### config.mk
export PLATFORM = sky130hd
export DESIGN_NAME = mut_timer
export DESIGN_NICKNAME = d
export VERILOG_FILES = /design/src/mut_pkg.sv /design/src/mut_timer.sv
export SDC_FILE = /design/constraint.sdc
export NUM_CORES = 1
export LEC_CHECK = 0
export BUFFER_PORTS_ARGS = -buffer_cell sky130_fd_sc_hd__buf_2
export CAP_MARGIN = 10
export CORE_UTILIZATION = 30
export DETAILED_ROUTE_END_ITERATION = 10
export PLACE_DENSITY = 0.51
export RECOVER_POWER = 25
export SKIP_CTS_REPAIR_TIMING = 1
export SYNTH_ARGS = -nofsm -noshare
export SYNTH_HDL_FRONTEND = slang
export SYNTH_SLANG_ARGS = --single-unit
### constraint.sdc
create_clock -name pclk -period 3.6 [get_ports pclk]
set_clock_uncertainty 0.15 [all_clocks]
set_input_delay 0.54 -clock pclk [delete_from_list [all_inputs] [get_ports pclk]]
set_output_delay 0.54 -clock pclk [all_outputs]
set_load 0.01 [all_outputs]
### src/mut_pkg.sv
package mut_pkg;
  // Register byte offsets
  localparam logic [7:0] OFF_CTRL    = 8'h00;
  localparam logic [7:0] OFF_MODE    = 8'h04;
  localparam logic [7:0] OFF_CLKSEL  = 8'h08;
  localparam logic [7:0] OFF_POWER   = 8'h0c;
  localparam logic [7:0] OFF_COUNT   = 8'h10;
  localparam logic [7:0] OFF_COMPARE = 8'h14;
  localparam logic [7:0] OFF_STATUS  = 8'h18;
  localparam logic [7:0] OFF_IEN     = 8'h1c;

  // Field positions
  localparam int CTRL_LOW_RUN   = 0;
  localparam int CTRL_HIGH_RUN  = 1;
  localparam int CTRL_COUNTER   = 2;
  localparam int CLK_SRC_BIT    = 2;
  localparam int PWR_DISABLE    = 0;
  localparam int PWR_DOWN       = 1;
  localparam int STS_LOW_OVF    = 0;
  localparam int STS_HIGH_OVF   = 1;

  // Reset values
  localparam logic [15:0] COUNT_RST   = 16'h0000;
  localparam logic [15:0] COMPARE_RST = 16'hffff;
  localparam logic [1:0]  DIV_RST     = 2'h0;
  localparam logic [1:0]  POWER_RST   = 2'h0;

  // Mode encodings
  localparam logic [1:0] MODE_13BIT  = 2'h0;
  localparam logic [1:0] MODE_16BIT  = 2'h1;
  localparam logic [1:0] MODE_RELOAD = 2'h2;
  localparam logic [1:0] MODE_SPLIT  = 2'h3;
  localparam logic [1:0] SUB_A       = 2'h0;
  localparam logic [1:0] SUB_1B      = 2'h1;
  localparam logic [1:0] SUB_3B      = 2'h2;

  // Prescaler divider selections: 2, 4, 8
  localparam logic [1:0] DIV_2 = 2'h0;
  localparam logic [1:0] DIV_4 = 2'h1;
  localparam logic [1:0] DIV_8 = 2'h2;

  localparam logic [12:0] MAX13 = 13'h1fff;

  typedef struct packed {
    logic       counter_fn;
    logic       high_run_bit;
    logic       low_run_bit;
  } mut_ctrl_s;

  typedef struct packed {
    logic [1:0] sub_mode_sel;
    logic [1:0] main_mode_sel;
  } mut_mode_s;

  typedef enum logic [1:0] {ST_IDLE, ST_ARMED, ST_RUN} mut_shot_e;
endpackage

### src/mut_timer.sv
// The register offsets and the APB slave port were chosen for this implementation.
`timescale 1ns/1ps
`default_nettype none
// Function
// Counter only ever increments, up to 16 bits
// Counter mode counts falling input edges
// Main or low-power clock, divided 2/4/8
// Counting starts from loaded count value
// Separate low and high overflow flags
// Run bits plus hardware trigger start counting
// Compare match raises overflow in compare modes
// Module disable bit stops whole timer
// Flag set; interrupt only when enabled
// Software clears flag in service routine
// Mode 3 run bits control separate bytes
// Main mode select encodes 0 to 3
// Sub-mode select picks a or b variants
// Power down holds reset and gates clock
// Mode 0 is 13-bit timer, prescale 32
// Mode 1a is free 16-bit counter
// Mode 1b starts on event trigger
// Mode 2 reloads low byte from high
// Mode 3a runs two 8-bit counters
// Mode 3b measures slow reference clock
// Mode 0 overflows wrapping 1fff to 0
// Mode 1b always starts from zero
// Flag set on wrap, held until cleared
module mut_timer (
  // Clock and reset
  input  wire logic        pclk,
  input  wire logic        presetn,
  // APB slave
  input  wire logic        psel,
  input  wire logic        penable,
  input  wire logic        pwrite,
  input  wire logic [7:0]  paddr,
  input  wire logic [31:0] pwdata,
  output logic [31:0]      prdata,
  output logic             pready,
  output logic             pslverr,
  // Timing sources
  input  wire logic        main_clock,
  input  wire logic        low_power_clock,
  input  wire logic        count_input,
  input  wire logic        event_trigger,
  input  wire logic        slow_reference_clock,
  // Interrupt requests
  output logic             low_irq,
  output logic             high_irq
);

  mut_pkg::mut_ctrl_s ctrl;
  mut_pkg::mut_mode_s mode;
  mut_pkg::mut_shot_e shot;
  logic [2:0]  clock_divider_sel;
  logic [1:0]  power;
  logic [15:0] count;
  logic [15:0] compare_value;
  logic [1:0]  flags;
  logic [1:0]  ien;
  logic [2:0]  presc;
  logic        src_q;
  logic        cin_q;
  logic        ref_q;
  logic        next_tick;
  logic [2:0]  next_presc;
  logic [15:0] next_count;
  logic        next_low_ovf;
  logic        next_high_ovf;
  logic        next_start;

  wire logic wr = psel && penable && pwrite;
  wire logic wr_count = wr && pready && paddr == mut_pkg::OFF_COUNT;
  wire logic wr_status = wr && pready && paddr == mut_pkg::OFF_STATUS;
  // Either the disable bit or power down stops the whole timer
  wire logic module_off = power[mut_pkg::PWR_DISABLE] || power[mut_pkg::PWR_DOWN];

  function automatic logic mapped(input logic [7:0] a);
    case (a)
      mut_pkg::OFF_CTRL,
      mut_pkg::OFF_MODE,
      mut_pkg::OFF_CLKSEL,
      mut_pkg::OFF_POWER,
      mut_pkg::OFF_COUNT,
      mut_pkg::OFF_COMPARE,
      mut_pkg::OFF_STATUS,
      mut_pkg::OFF_IEN: mapped = 1'b1;
      default:          mapped = 1'b0;
    endcase
  endfunction

  function automatic logic [8:0] inc8(input logic [7:0] v);
    inc8 = {1'b0, v} + 9'h001;
  endfunction

  // APB answers in the access cycle, zero wait states
  always_ff @(posedge pclk or negedge presetn) begin
    if (!presetn) begin
      pready  <= 1'b0;
      pslverr <= 1'b0;
    end else begin
      pready  <= psel && !penable;
      pslverr <= psel && !penable && !mapped(paddr);
    end
  end

  // Read data is latched in the setup cycle and stands in the access cycle
  always_ff @(posedge pclk or negedge presetn) begin
    if (!presetn) begin
      prdata <= 32'h00000000;
    end else begin
      prdata <= 32'h00000000;
      if (psel && !penable && !pwrite) begin
        case (paddr)
          mut_pkg::OFF_CTRL:    prdata <= {29'h0, ctrl};
          mut_pkg::OFF_MODE:    prdata <= {28'h0, mode};
          mut_pkg::OFF_CLKSEL:  prdata <= {29'h0, clock_divider_sel};
          mut_pkg::OFF_POWER:   prdata <= {30'h0, power};
          mut_pkg::OFF_COUNT:   prdata <= {16'h0, count};
          mut_pkg::OFF_COMPARE: prdata <= {16'h0, compare_value};
          mut_pkg::OFF_STATUS:  prdata <= {30'h0, flags};
          mut_pkg::OFF_IEN:     prdata <= {30'h0, ien};
          default:              prdata <= 32'h00000000;
        endcase
      end
    end
  end

  // Configuration registers
  always_ff @(posedge pclk or negedge presetn) begin
    if (!presetn) begin
      ctrl              <= '0;
      mode              <= '0;
      clock_divider_sel <= {1'b0, mut_pkg::DIV_RST};
      power             <= mut_pkg::POWER_RST;
      compare_value     <= mut_pkg::COMPARE_RST;
      ien               <= 2'h0;
    end else if (wr && pready) begin
      case (paddr)
        mut_pkg::OFF_CTRL:    ctrl <= pwdata[2:0];
        mut_pkg::OFF_MODE:    mode <= pwdata[3:0];
        mut_pkg::OFF_CLKSEL:  clock_divider_sel <= pwdata[2:0];
        mut_pkg::OFF_POWER:   power <= pwdata[1:0];
        mut_pkg::OFF_COMPARE: compare_value <= pwdata[15:0];
        mut_pkg::OFF_IEN:     ien <= pwdata[1:0];
        default: ;
      endcase
    end
  end

  // Selected count source, one cycle old
  always_ff @(posedge pclk or negedge presetn) begin
    if (!presetn) begin
      src_q <= 1'b0;
    end else begin
      src_q <= clock_divider_sel[mut_pkg::CLK_SRC_BIT] ? low_power_clock : main_clock;
    end
  end

  // Count pin history; a zero after reset cannot fake a falling edge
  always_ff @(posedge pclk or negedge presetn) begin
    if (!presetn) begin
      cin_q <= 1'b0;
    end else begin
      cin_q <= count_input;
    end
  end

  // Slow reference history
  always_ff @(posedge pclk or negedge presetn) begin
    if (!presetn) begin
      ref_q <= 1'b0;
    end else begin
      ref_q <= slow_reference_clock;
    end
  end

  wire logic src_now = clock_divider_sel[mut_pkg::CLK_SRC_BIT] ? low_power_clock : main_clock;
  wire logic src_rise = src_now && !src_q;
  wire logic cin_fall = cin_q && !count_input;
  wire logic ref_rise = slow_reference_clock && !ref_q;

  // Prescaler: one tick per 2, 4 or 8 source edges
  always_comb begin
    next_presc = presc;
    next_tick  = 1'b0;
    if (src_rise) begin
      next_presc = presc + 3'h1;
      case (clock_divider_sel[1:0])
        mut_pkg::DIV_2: next_tick = presc[0];
        mut_pkg::DIV_4: next_tick = presc[1:0] == 2'h3;
        default:        next_tick = presc == 3'h7;
      endcase
    end
  end

  always_ff @(posedge pclk or negedge presetn) begin
    if (!presetn) begin
      presc <= 3'h0;
    end else if (module_off) begin
      presc <= 3'h0;
    end else begin
      presc <= next_presc;
    end
  end

  wire logic tick = ctrl.counter_fn ? cin_fall : next_tick;
  wire logic is_1b = mode.main_mode_sel == mut_pkg::MODE_16BIT && mode.sub_mode_sel == mut_pkg::SUB_1B;
  wire logic is_3b = mode.main_mode_sel == mut_pkg::MODE_SPLIT && mode.sub_mode_sel == mut_pkg::SUB_3B;
  assign next_start = event_trigger && ctrl.low_run_bit;

  // Single-shot sequencer for mode 1b
  always_ff @(posedge pclk or negedge presetn) begin
    if (!presetn) begin
      shot <= mut_pkg::ST_IDLE;
    end else if (module_off || !is_1b || !ctrl.low_run_bit) begin
      shot <= mut_pkg::ST_IDLE;
    end else begin
      case (shot)
        mut_pkg::ST_IDLE:  shot <= mut_pkg::ST_ARMED;
        mut_pkg::ST_ARMED: if (next_start) shot <= mut_pkg::ST_RUN;
        mut_pkg::ST_RUN:   if (tick && next_count == compare_value) shot <= mut_pkg::ST_ARMED;
        default:           shot <= mut_pkg::ST_IDLE;
      endcase
    end
  end

  // Count update per mode, always upward
  always_comb begin
    logic [8:0]  lo;
    logic [8:0]  hi;
    logic [16:0] w;
    logic [13:0] m0;
    lo = inc8(count[7:0]);
    hi = inc8(count[15:8]);
    w  = {1'b0, count} + 17'h00001;
    m0 = {1'b0, count[15:8], count[4:0]} + 14'h0001;
    next_count    = count;
    next_low_ovf  = 1'b0;
    next_high_ovf = 1'b0;
    case (mode.main_mode_sel)
      mut_pkg::MODE_13BIT: begin
        if (tick && ctrl.low_run_bit) begin
          next_count = {m0[12:5], 3'h0, m0[4:0]};
          next_low_ovf = m0[13];
          next_high_ovf = m0[13];
        end
      end
      mut_pkg::MODE_16BIT: begin
        if (is_1b) begin
          // Count parks at the compare value until the next trigger
          if (shot == mut_pkg::ST_ARMED && next_start) begin
            next_count = 16'h0000;
          end else if (shot == mut_pkg::ST_RUN && tick) begin
            next_count = w[15:0];
            next_low_ovf = w[16] || w[15:0] == compare_value;
          end
        end else if (tick && ctrl.low_run_bit) begin
          next_count = w[15:0];
          next_low_ovf = w[16];
          next_high_ovf = w[16];
        end
      end
      mut_pkg::MODE_RELOAD: begin
        if (tick && ctrl.low_run_bit) begin
          next_count[7:0] = lo[8] ? count[15:8] : lo[7:0];
          next_low_ovf = lo[8] || lo[7:0] == compare_value[7:0];
        end
      end
      mut_pkg::MODE_SPLIT: begin
        if (is_3b) begin
          if (ref_rise && ctrl.low_run_bit) begin
            next_count[7:0] = lo[7:0];
            next_low_ovf = lo[8] || lo[7:0] == compare_value[7:0];
          end
          if (ctrl.high_run_bit) begin
            next_count[15:8] = ref_rise ? 8'h00 : (tick ? hi[7:0] : count[15:8]);
            next_high_ovf = tick && !ref_rise && hi[8];
          end
        end else begin
          if (tick && ctrl.low_run_bit) begin
            next_count[7:0] = lo[7:0];
            next_low_ovf = lo[8];
          end
          if (tick && ctrl.high_run_bit) begin
            next_count[15:8] = hi[7:0];
            next_high_ovf = hi[8];
          end
        end
      end
      default: next_count = count;
    endcase
  end

  always_ff @(posedge pclk or negedge presetn) begin
    if (!presetn) begin
      count <= mut_pkg::COUNT_RST;
    end else if (module_off) begin
      count <= mut_pkg::COUNT_RST;
    end else if (wr_count) begin
      count <= pwdata[15:0];
    end else begin
      count <= next_count;
    end
  end

  // Sticky overflow flags; write one clears, a new overflow wins
  always_ff @(posedge pclk or negedge presetn) begin
    if (!presetn) begin
      flags <= 2'h0;
    end else if (power[mut_pkg::PWR_DOWN]) begin
      flags <= 2'h0;
    end else begin
      if (next_low_ovf && !module_off) begin
        flags[mut_pkg::STS_LOW_OVF] <= 1'b1;
      end else if (wr_status && pwdata[0]) begin
        flags[mut_pkg::STS_LOW_OVF] <= 1'b0;
      end
      if (next_high_ovf && !module_off) begin
        flags[mut_pkg::STS_HIGH_OVF] <= 1'b1;
      end else if (wr_status && pwdata[1]) begin
        flags[mut_pkg::STS_HIGH_OVF] <= 1'b0;
      end
    end
  end

  always_ff @(posedge pclk or negedge presetn) begin
    if (!presetn) begin
      low_irq <= 1'b0;
    end else begin
      low_irq <= (flags[0] || (next_low_ovf && !module_off)) && ien[0];
    end
  end

  // Each request follows its sticky flag and its enable
  always_ff @(posedge pclk or negedge presetn) begin
    if (!presetn) begin
      high_irq <= 1'b0;
    end else begin
      high_irq <= (flags[1] || (next_high_ovf && !module_off)) && ien[1];
    end
  end

endmodule
`default_nettype wire

=== Word-level counts from Yosys, hierarchy flattened ===
Memories as Yosys holds them, arrays and structs flattened.
Index checks and enable logic that the tools add are counted.

* Flip-flop bits (word level): 92
* Bits in read-only memories: 32
* Bits of input ports: 50
* Output and inout port bits: 36
* Memories kept: 1

* Add/sub/neg operators: 5
* Equal/unequal tests: 22
* Mux-type cells: 51
* Reduce and logical (&&, ||, !) cells: 60

{| class="wikitable"
|+ Memories
! name !! words !! bits a word !! read ports !! clocked after memory_dff !! write ports !! line !! text
|-
| (name not given) || 32 || 1 || 1 || 0 || 0 || mut_timer.sv:79 || <nowiki>case (a)</nowiki>
|}

{| class="wikitable"
|+ Operators by type and width
! cell !! count
|-
| two-way mux 16 bit || 8
|-
| one-hot mux 16 bit (8 select lines) || 1
|-
| two-way mux 8 bit || 8
|-
| == test 16 bit || 2
|-
| == test 8 x 5 -> 1 bit (second input constant) || 4
|-
| two-way mux 32 bit || 1
|-
| one-hot mux 8 bit (4 select lines) || 1
|-
| logical AND 1 bit || 28
|-
| one-hot mux 8 bit (3 select lines) || 1
|-
| two-way mux 1 bit || 21
|-
| adder 8 x 1 -> 9 bit (second input constant) || 2
|-
| adder 16 x 1 -> 17 bit (second input constant) || 1
|-
| == test 8 x 4 -> 1 bit (second input constant) || 2
|-
| adder 13 x 1 -> 14 bit (second input constant) || 1
|-
| AND reduction 2 bit || 7
|-
| == test 2 bit (second input constant) || 5
|-
| logical NOT 1 bit || 10
|-
| == test 2 x 1 -> 1 bit (second input constant) || 4
|-
| == test 8 x 3 -> 1 bit (second input constant) || 1
|-
| == test 8 bit || 1
|-
| logical NOT 8 bit || 1
|-
| two-way mux 2 bit || 4
|-
| logical OR 1 bit || 7
|-
| logical NOT 2 bit || 3
|-
| 11 further kinds || 14
|}

=== Longest topological paths before layout ===
* Depth after elaboration: 14
* Gate-level depth with buffers: 15

=== Worst setup path after synthesis ===
Ideal clock, no wire load.

* Path kind: register to register
* Start: register presc[0]
* End: register shot[1]
* Setup time: 0.125 ns
* Arrival: 2.945 ns
* Data required time: 3.325 ns
* Path slack: 0.380 ns
* Cell stages (with the launch flop): 15
* Path buffers: 1
* Clock period less this slack: 3.220 ns
* Path through: dfrtp_1 -> ha_1 -> ha_1 -> inv_1 -> a21oi_1 -> a21o_1 -> buf_4 -> a311oi_1 -> a311o_1 -> or4_4 -> xor2_1 -> a2111o_1 -> nor3_2 -> a31o_2 -> a21oi_1

* Word-level cells in the longest chain between the ends: 13

{| class="wikitable"
|+ Ends and longest elaborated chain
! item !! line !! text
|-
| from (decl) || mut_timer.sv:61 || <nowiki>logic [2:0] presc;</nowiki>
|-
| from (signal assigned) || mut_timer.sv:203 || <nowiki>presc <= next_presc;</nowiki>
|-
| == test 3 bit or == test 2 bit (tied branches) || mut_timer.sv:192, mut_timer.sv:191 ||
|-
| one-hot mux 1 bit (2 select lines) * || mut_timer.sv:189 || <nowiki>case (clock_divider_sel[1:0])</nowiki>
|-
| two-way mux 1 bit * || mut_timer.sv:187 || <nowiki>if (src_rise) begin</nowiki>
|-
| two-way mux 1 bit * || mut_timer.sv:207 || <nowiki>wire logic tick = ctrl.counter_fn ? cin_fall : next_tick;</nowiki>
|-
| two-way mux 8 bit or logical AND 1 bit (tied branches) || mut_timer.sv:277, mut_timer.sv:254 ||
|-
| two-way mux 8 bit or two-way mux 16 bit (tied branches) || mut_timer.sv:277, mut_timer.sv:254 ||
|-
| two-way mux 8 bit or two-way mux 16 bit (tied branches) || mut_timer.sv:276, mut_timer.sv:252 ||
|-
| two-way mux 16 bit, on equally long branches || mut_timer.sv:271, mut_timer.sv:250 ||
|-
| one-hot mux 8 bit (3 select lines) or one-hot mux 8 bit (4 select lines) (tied branches) || mut_timer.sv:241 || <nowiki>case (mode.main_mode_sel)</nowiki>
|-
| == test 16 bit || mut_timer.sv:222 || <nowiki>mut_pkg::ST_RUN: if (tick && next_count == compare_value) shot <= mut_pkg::ST_ARMED;</nowiki>
|-
| logical AND 1 bit * || mut_timer.sv:222 ||
|-
| inequality test 3 bit (no line) * || - ||
|-
| AND reduction 2 bit (no line) * || - ||
|-
| to (signal assigned) || mut_timer.sv:221 || <nowiki>mut_pkg::ST_ARMED: if (next_start) shot <= mut_pkg::ST_RUN;</nowiki>
|-
| to (signal assigned) || mut_timer.sv:222 ||
|-
| to (signal assigned) || mut_timer.sv:223 || <nowiki>default: shot <= mut_pkg::ST_IDLE;</nowiki>
|-
| to (decl) || mut_timer.sv:54 || <nowiki>mut_pkg::mut_shot_e shot;</nowiki>
|}

Mark *: on every way between the ends. The rest lies on a longest branch, timed or not.
A chain may end at the register's enable or synchronous reset.

=== Final worst setup path ===
* Start: register count[0]
* End: register shot[1]

* Word-level cells in the longest chain between the ends: 9

{| class="wikitable"
|+ Ends and longest elaborated chain
! item !! line !! text
|-
| from (decl) || mut_timer.sv:57 || <nowiki>logic [15:0] count;</nowiki>
|-
| from (signal assigned) || mut_timer.sv:297 || <nowiki>count <= mut_pkg::COUNT_RST;</nowiki>
|-
| from (signal assigned) || mut_timer.sv:299 || <nowiki>count <= mut_pkg::COUNT_RST;</nowiki>
|-
| from (signal assigned) || mut_timer.sv:301 || <nowiki>count <= pwdata[15:0];</nowiki>
|-
| adder 16 x 1 -> 17 bit || mut_timer.sv:236 || <nowiki>w = {1'b0, count} + 17'h00001;</nowiki>
|-
| two-way mux 16 bit || mut_timer.sv:254 || <nowiki>end else if (shot == mut_pkg::ST_RUN && tick) begin</nowiki>
|-
| two-way mux 16 bit || mut_timer.sv:252 || <nowiki>if (shot == mut_pkg::ST_ARMED && next_start) begin</nowiki>
|-
| two-way mux 16 bit || mut_timer.sv:250 || <nowiki>if (is_1b) begin</nowiki>
|-
| one-hot mux 8 bit (4 select lines) or one-hot mux 8 bit (3 select lines) (tied branches) || mut_timer.sv:241 ||
|-
| == test 16 bit * || mut_timer.sv:222 ||
|-
| logical AND 1 bit * || mut_timer.sv:222 ||
|-
| inequality test 3 bit (no line) * || - ||
|-
| AND reduction 2 bit (no line) * || - ||
|}

Marked as above.

==> flow_metrics.py <==
metrics = {
    "status": {
        "status": "complete, but fails checks",
        "violations": "capacitance limit, slew limit",
    },
    "synth": {
        "netlist_top_cells_area": "dfrtp_1, dfstp_2, mux2_2",
        "yosysTopAreaCellShare": 0.2461,
        "ys_warn_count": 0,
        "synth_top_cell_by_area": "dfrtp_1",
        "synthCells": 745,
        "synth_edf_count": 0,
        "syn_area_um2": 6101,
        "synth_ff_type": "dfrtp_1",
        "synthTopCellsByCount": "nor2_1, nand2_1, dfrtp_1",
        "async_flop_share": 1.000,
        "ys_ff_latch": 76,
        "synth-seq-area-share": 0.3150,
        "syn_avg_cell_area_um2": 8.189,
        "ys_types": 76,
        "yosysMostFrequentCell": "nor2_1",
    },
    "grt": {
        "overflow": 0,
        "grt_pass1_wl_um": 39340,
        "grt_pass1_vias": 6378,
        "antenna_found_initial": 0,
        "grt_max_degree": 77,
        "grt_usage": 0.2574,
    },
    "critical_path": {
        "cp-startpoint": "count[0]",
        "crit_type": "register to register",
        "worst-r2r-setup-slack_ps": 40,
        "arrival_ps": 3630,
        "startpoint_type": "register",
        "reg2reg_from": "count[0]",
        "rr_worst_depth": 16,
        "crit_fanout": 7,
        "rr_endpoint": "shot[1]",
        "crit_required_ps": 3680,
        "crit_path_end_kind": "register",
    },
    "die": {
        "start_util": 0.3094,
        "rows": 51,
        "fp.dieArea_um2": 20910,
        "ios": 86,
        "die_h_um": 144.6,
        "core_um2": 19720,
        "die_x_um": 144.6,
    },
    "placement": {
        "place.port_buffers": 53,
        "gp_congestion": 0.9811,
        "dp_slack_ps": -262.4,
        "dp.cells": 1154,
        "placed_area_um2": 7581,
        "dp_hpwl_um": 19840,
    },
    "sta": {
        "setup_viol": 0,
        "fin_ws_ps": 40.34,
        "hold_violations": 0,
        "tightestPinTransition_ps": 1881,
        "finalCritPeriodShare": 0.9888,
        "slew_headroom": -0.2543,
        "hold_ws_ps": 171.3,
        "tns_ps": 0,
        "clock.fmax_ghz": 0.2809,
        "min_period_ps": 3560,
        "drv_slew": 77,
    },
    "power_and_ir_drop": {
        "peakVddDrop_v": 0.0002910,
        "power_mw": 3.651,
        "leakagePower_nw": 3.439,
        "power_per_cell_area_nw_per_um2": 447.9,
    },
    "drt": {
        "wl_per_cell_um": 22.23,
        "vias": 6789,
        "drc": 0,
        "vias_per_cell": 5.788,
        "ant_nets": 0,
        "firstDrtPassIters": 5,
        "totalWireLength_um": 26070,
        "drt_iter0_drc": 751,
    },
    "final_layout": {
        "fin_util": 0.4134,
        "drive_gt1_frac": 0.3337,
        "diodes": 0,
        "syn2layout_area_growth_pct": 33.59,
        "final_nets": 957,
        "fin_cells": 1173,
        "finalInstanceArea_um2": 8150,
    },
    "hold_path": {
        "whs_endpoint": "cin_q",
        "min_from": "count_input",
        "hold_path_class": "input pin to register",
        "hold_depth": 1,
    },
    "clock_network": {
        "cts_sinks": 76,
        "numCtsBuffers": 9,
        "cts_buffer_depth": 2,
        "cts-htree-levels": 3,
        "clkTransAtPathRegs_ps": 60,
        "cts_tree": "built",
        "cts_root_buf": "clkbuf_16",
        "clock_latency_ps": 340,
    },
    "run": {
        "max_cap_viol_count": 1,
    },
}
-- cell families (layout without fill, tap and decap cells) --
logic type | Yosys count | count (layout) | share of synthesized area
AND/OR/NAND/NOR | 280 | 280 | 0.2346
AO/OA/AOI/OAI | 212 | 212 | 0.2461
buffers and inverters | 93 | 241 | 0.07055
flip-flops | 76 | 76 | 0.3150
XOR/XNOR | 46 | 46 | 0.06604
multiplexers | 33 | 33 | 0.05886
adder cells (fa/ha/maj) | 4 | 4 | 0.008204
other | 1 | 16 | 0.0006147
-- layer usage --
layer	global-route usage	wire length (µm)	up-vias
li1	-	-	3077
met1	0.3647	11590	3321
met2	0.3897	11480	332
met3	0.04205	2115	59
met4	0.09474	884	0
met5	0	0	-
-- worst max-delay path by stage --
stage | slack [ps] | depth (start not counted) | end
2_1_floorplan | 380 | 14 | shot[1]
3_3_place_gp | -290 | 16 | shot[1]
3_5_place_dp | -260 | 16 | shot[1]
4_1_cts | -150 | 16 | shot[1]
5_1_grt | -10 | 17 | shot[1]
6_report | 40 | 16 | shot[1]
-- final cells by class --
class	instances	area, µm²
fill	2008	11570
multi-input combinational	591	4010
sequential	76	1922
timing repair buffer	207	1499
tap	265	331.6
clock buffer	12	246.5
clock inverter	4	73.82
inverter	18	67.56
-- critical path: stages (launching register included) --
cell and delay, ps:
dfrtp_1 380, ha_1 230, buf_4 170, nand4_1 170, buf_4 240, nor3_2 70
a32oi_1 190, nor3_1 70, a311o_1 330, nor4_2 360, buf_4 210, nor3_2 50
a2111o_1 300, nor3_2 120, buf_4 180, a31o_4 150, a21oi_1 60
-- where the power goes --
group | total [mW] | switching (mW) | internal, mW | leakage (nW)
Sequential | 1.03 | 0.0900 | 0.937 | 0.930
Clock | 0.992 | 0.366 | 0.627 | 0.157
Combinational | 1.63 | 0.912 | 0.720 | 2.35
Total | 3.65 | 1.37 | 2.28 | 3.44
-- placed cells by master (no fill, tap or decap), drive strengths merged, types with 5 or more instances in the layout --
| master | count |
|---|---|
| buf | 202 |
| nor2 | 69 |
| nand2 | 67 |
| dfrtp | 60 |
| o21ai | 41 |
| a21oi | 30 |
| xnor2 | 28 |
| nor3 | 25 |
| nand3 | 24 |
| mux2 | 23 |
| a22oi | 23 |
| inv | 18 |
| xor2 | 18 |
| a31oi | 17 |
| clkbuf | 17 |
| conb | 16 |
| dfstp | 16 |
| nor4 | 16 |
| nand4 | 15 |
| a211oi | 15 |
| o211ai | 14 |
| and3 | 11 |
| mux2i | 10 |
| or4 | 9 |
| nor2b | 8 |
| nand2b | 7 |
| nor3b | 6 |
| a31o | 6 |
| a221oi | 5 |
| o2111ai | 5 |
| a2111oi | 5 |
-- state kept, by name, summed over array words and instances (netlist names) --
name               cells
cin_q                  1
clock_divider_sel      3
compare_value         16
count                 16
ctrl                   3
flags                  2
high_irq               1
ien                    2
low_irq                1
mode                   4
power                  2
prdata                16
pready                 1
presc                  3
pslverr                1
ref_q                  1
shot                   2
src_q                  1
No activity file was read; power rests on OpenSTA's default activity.
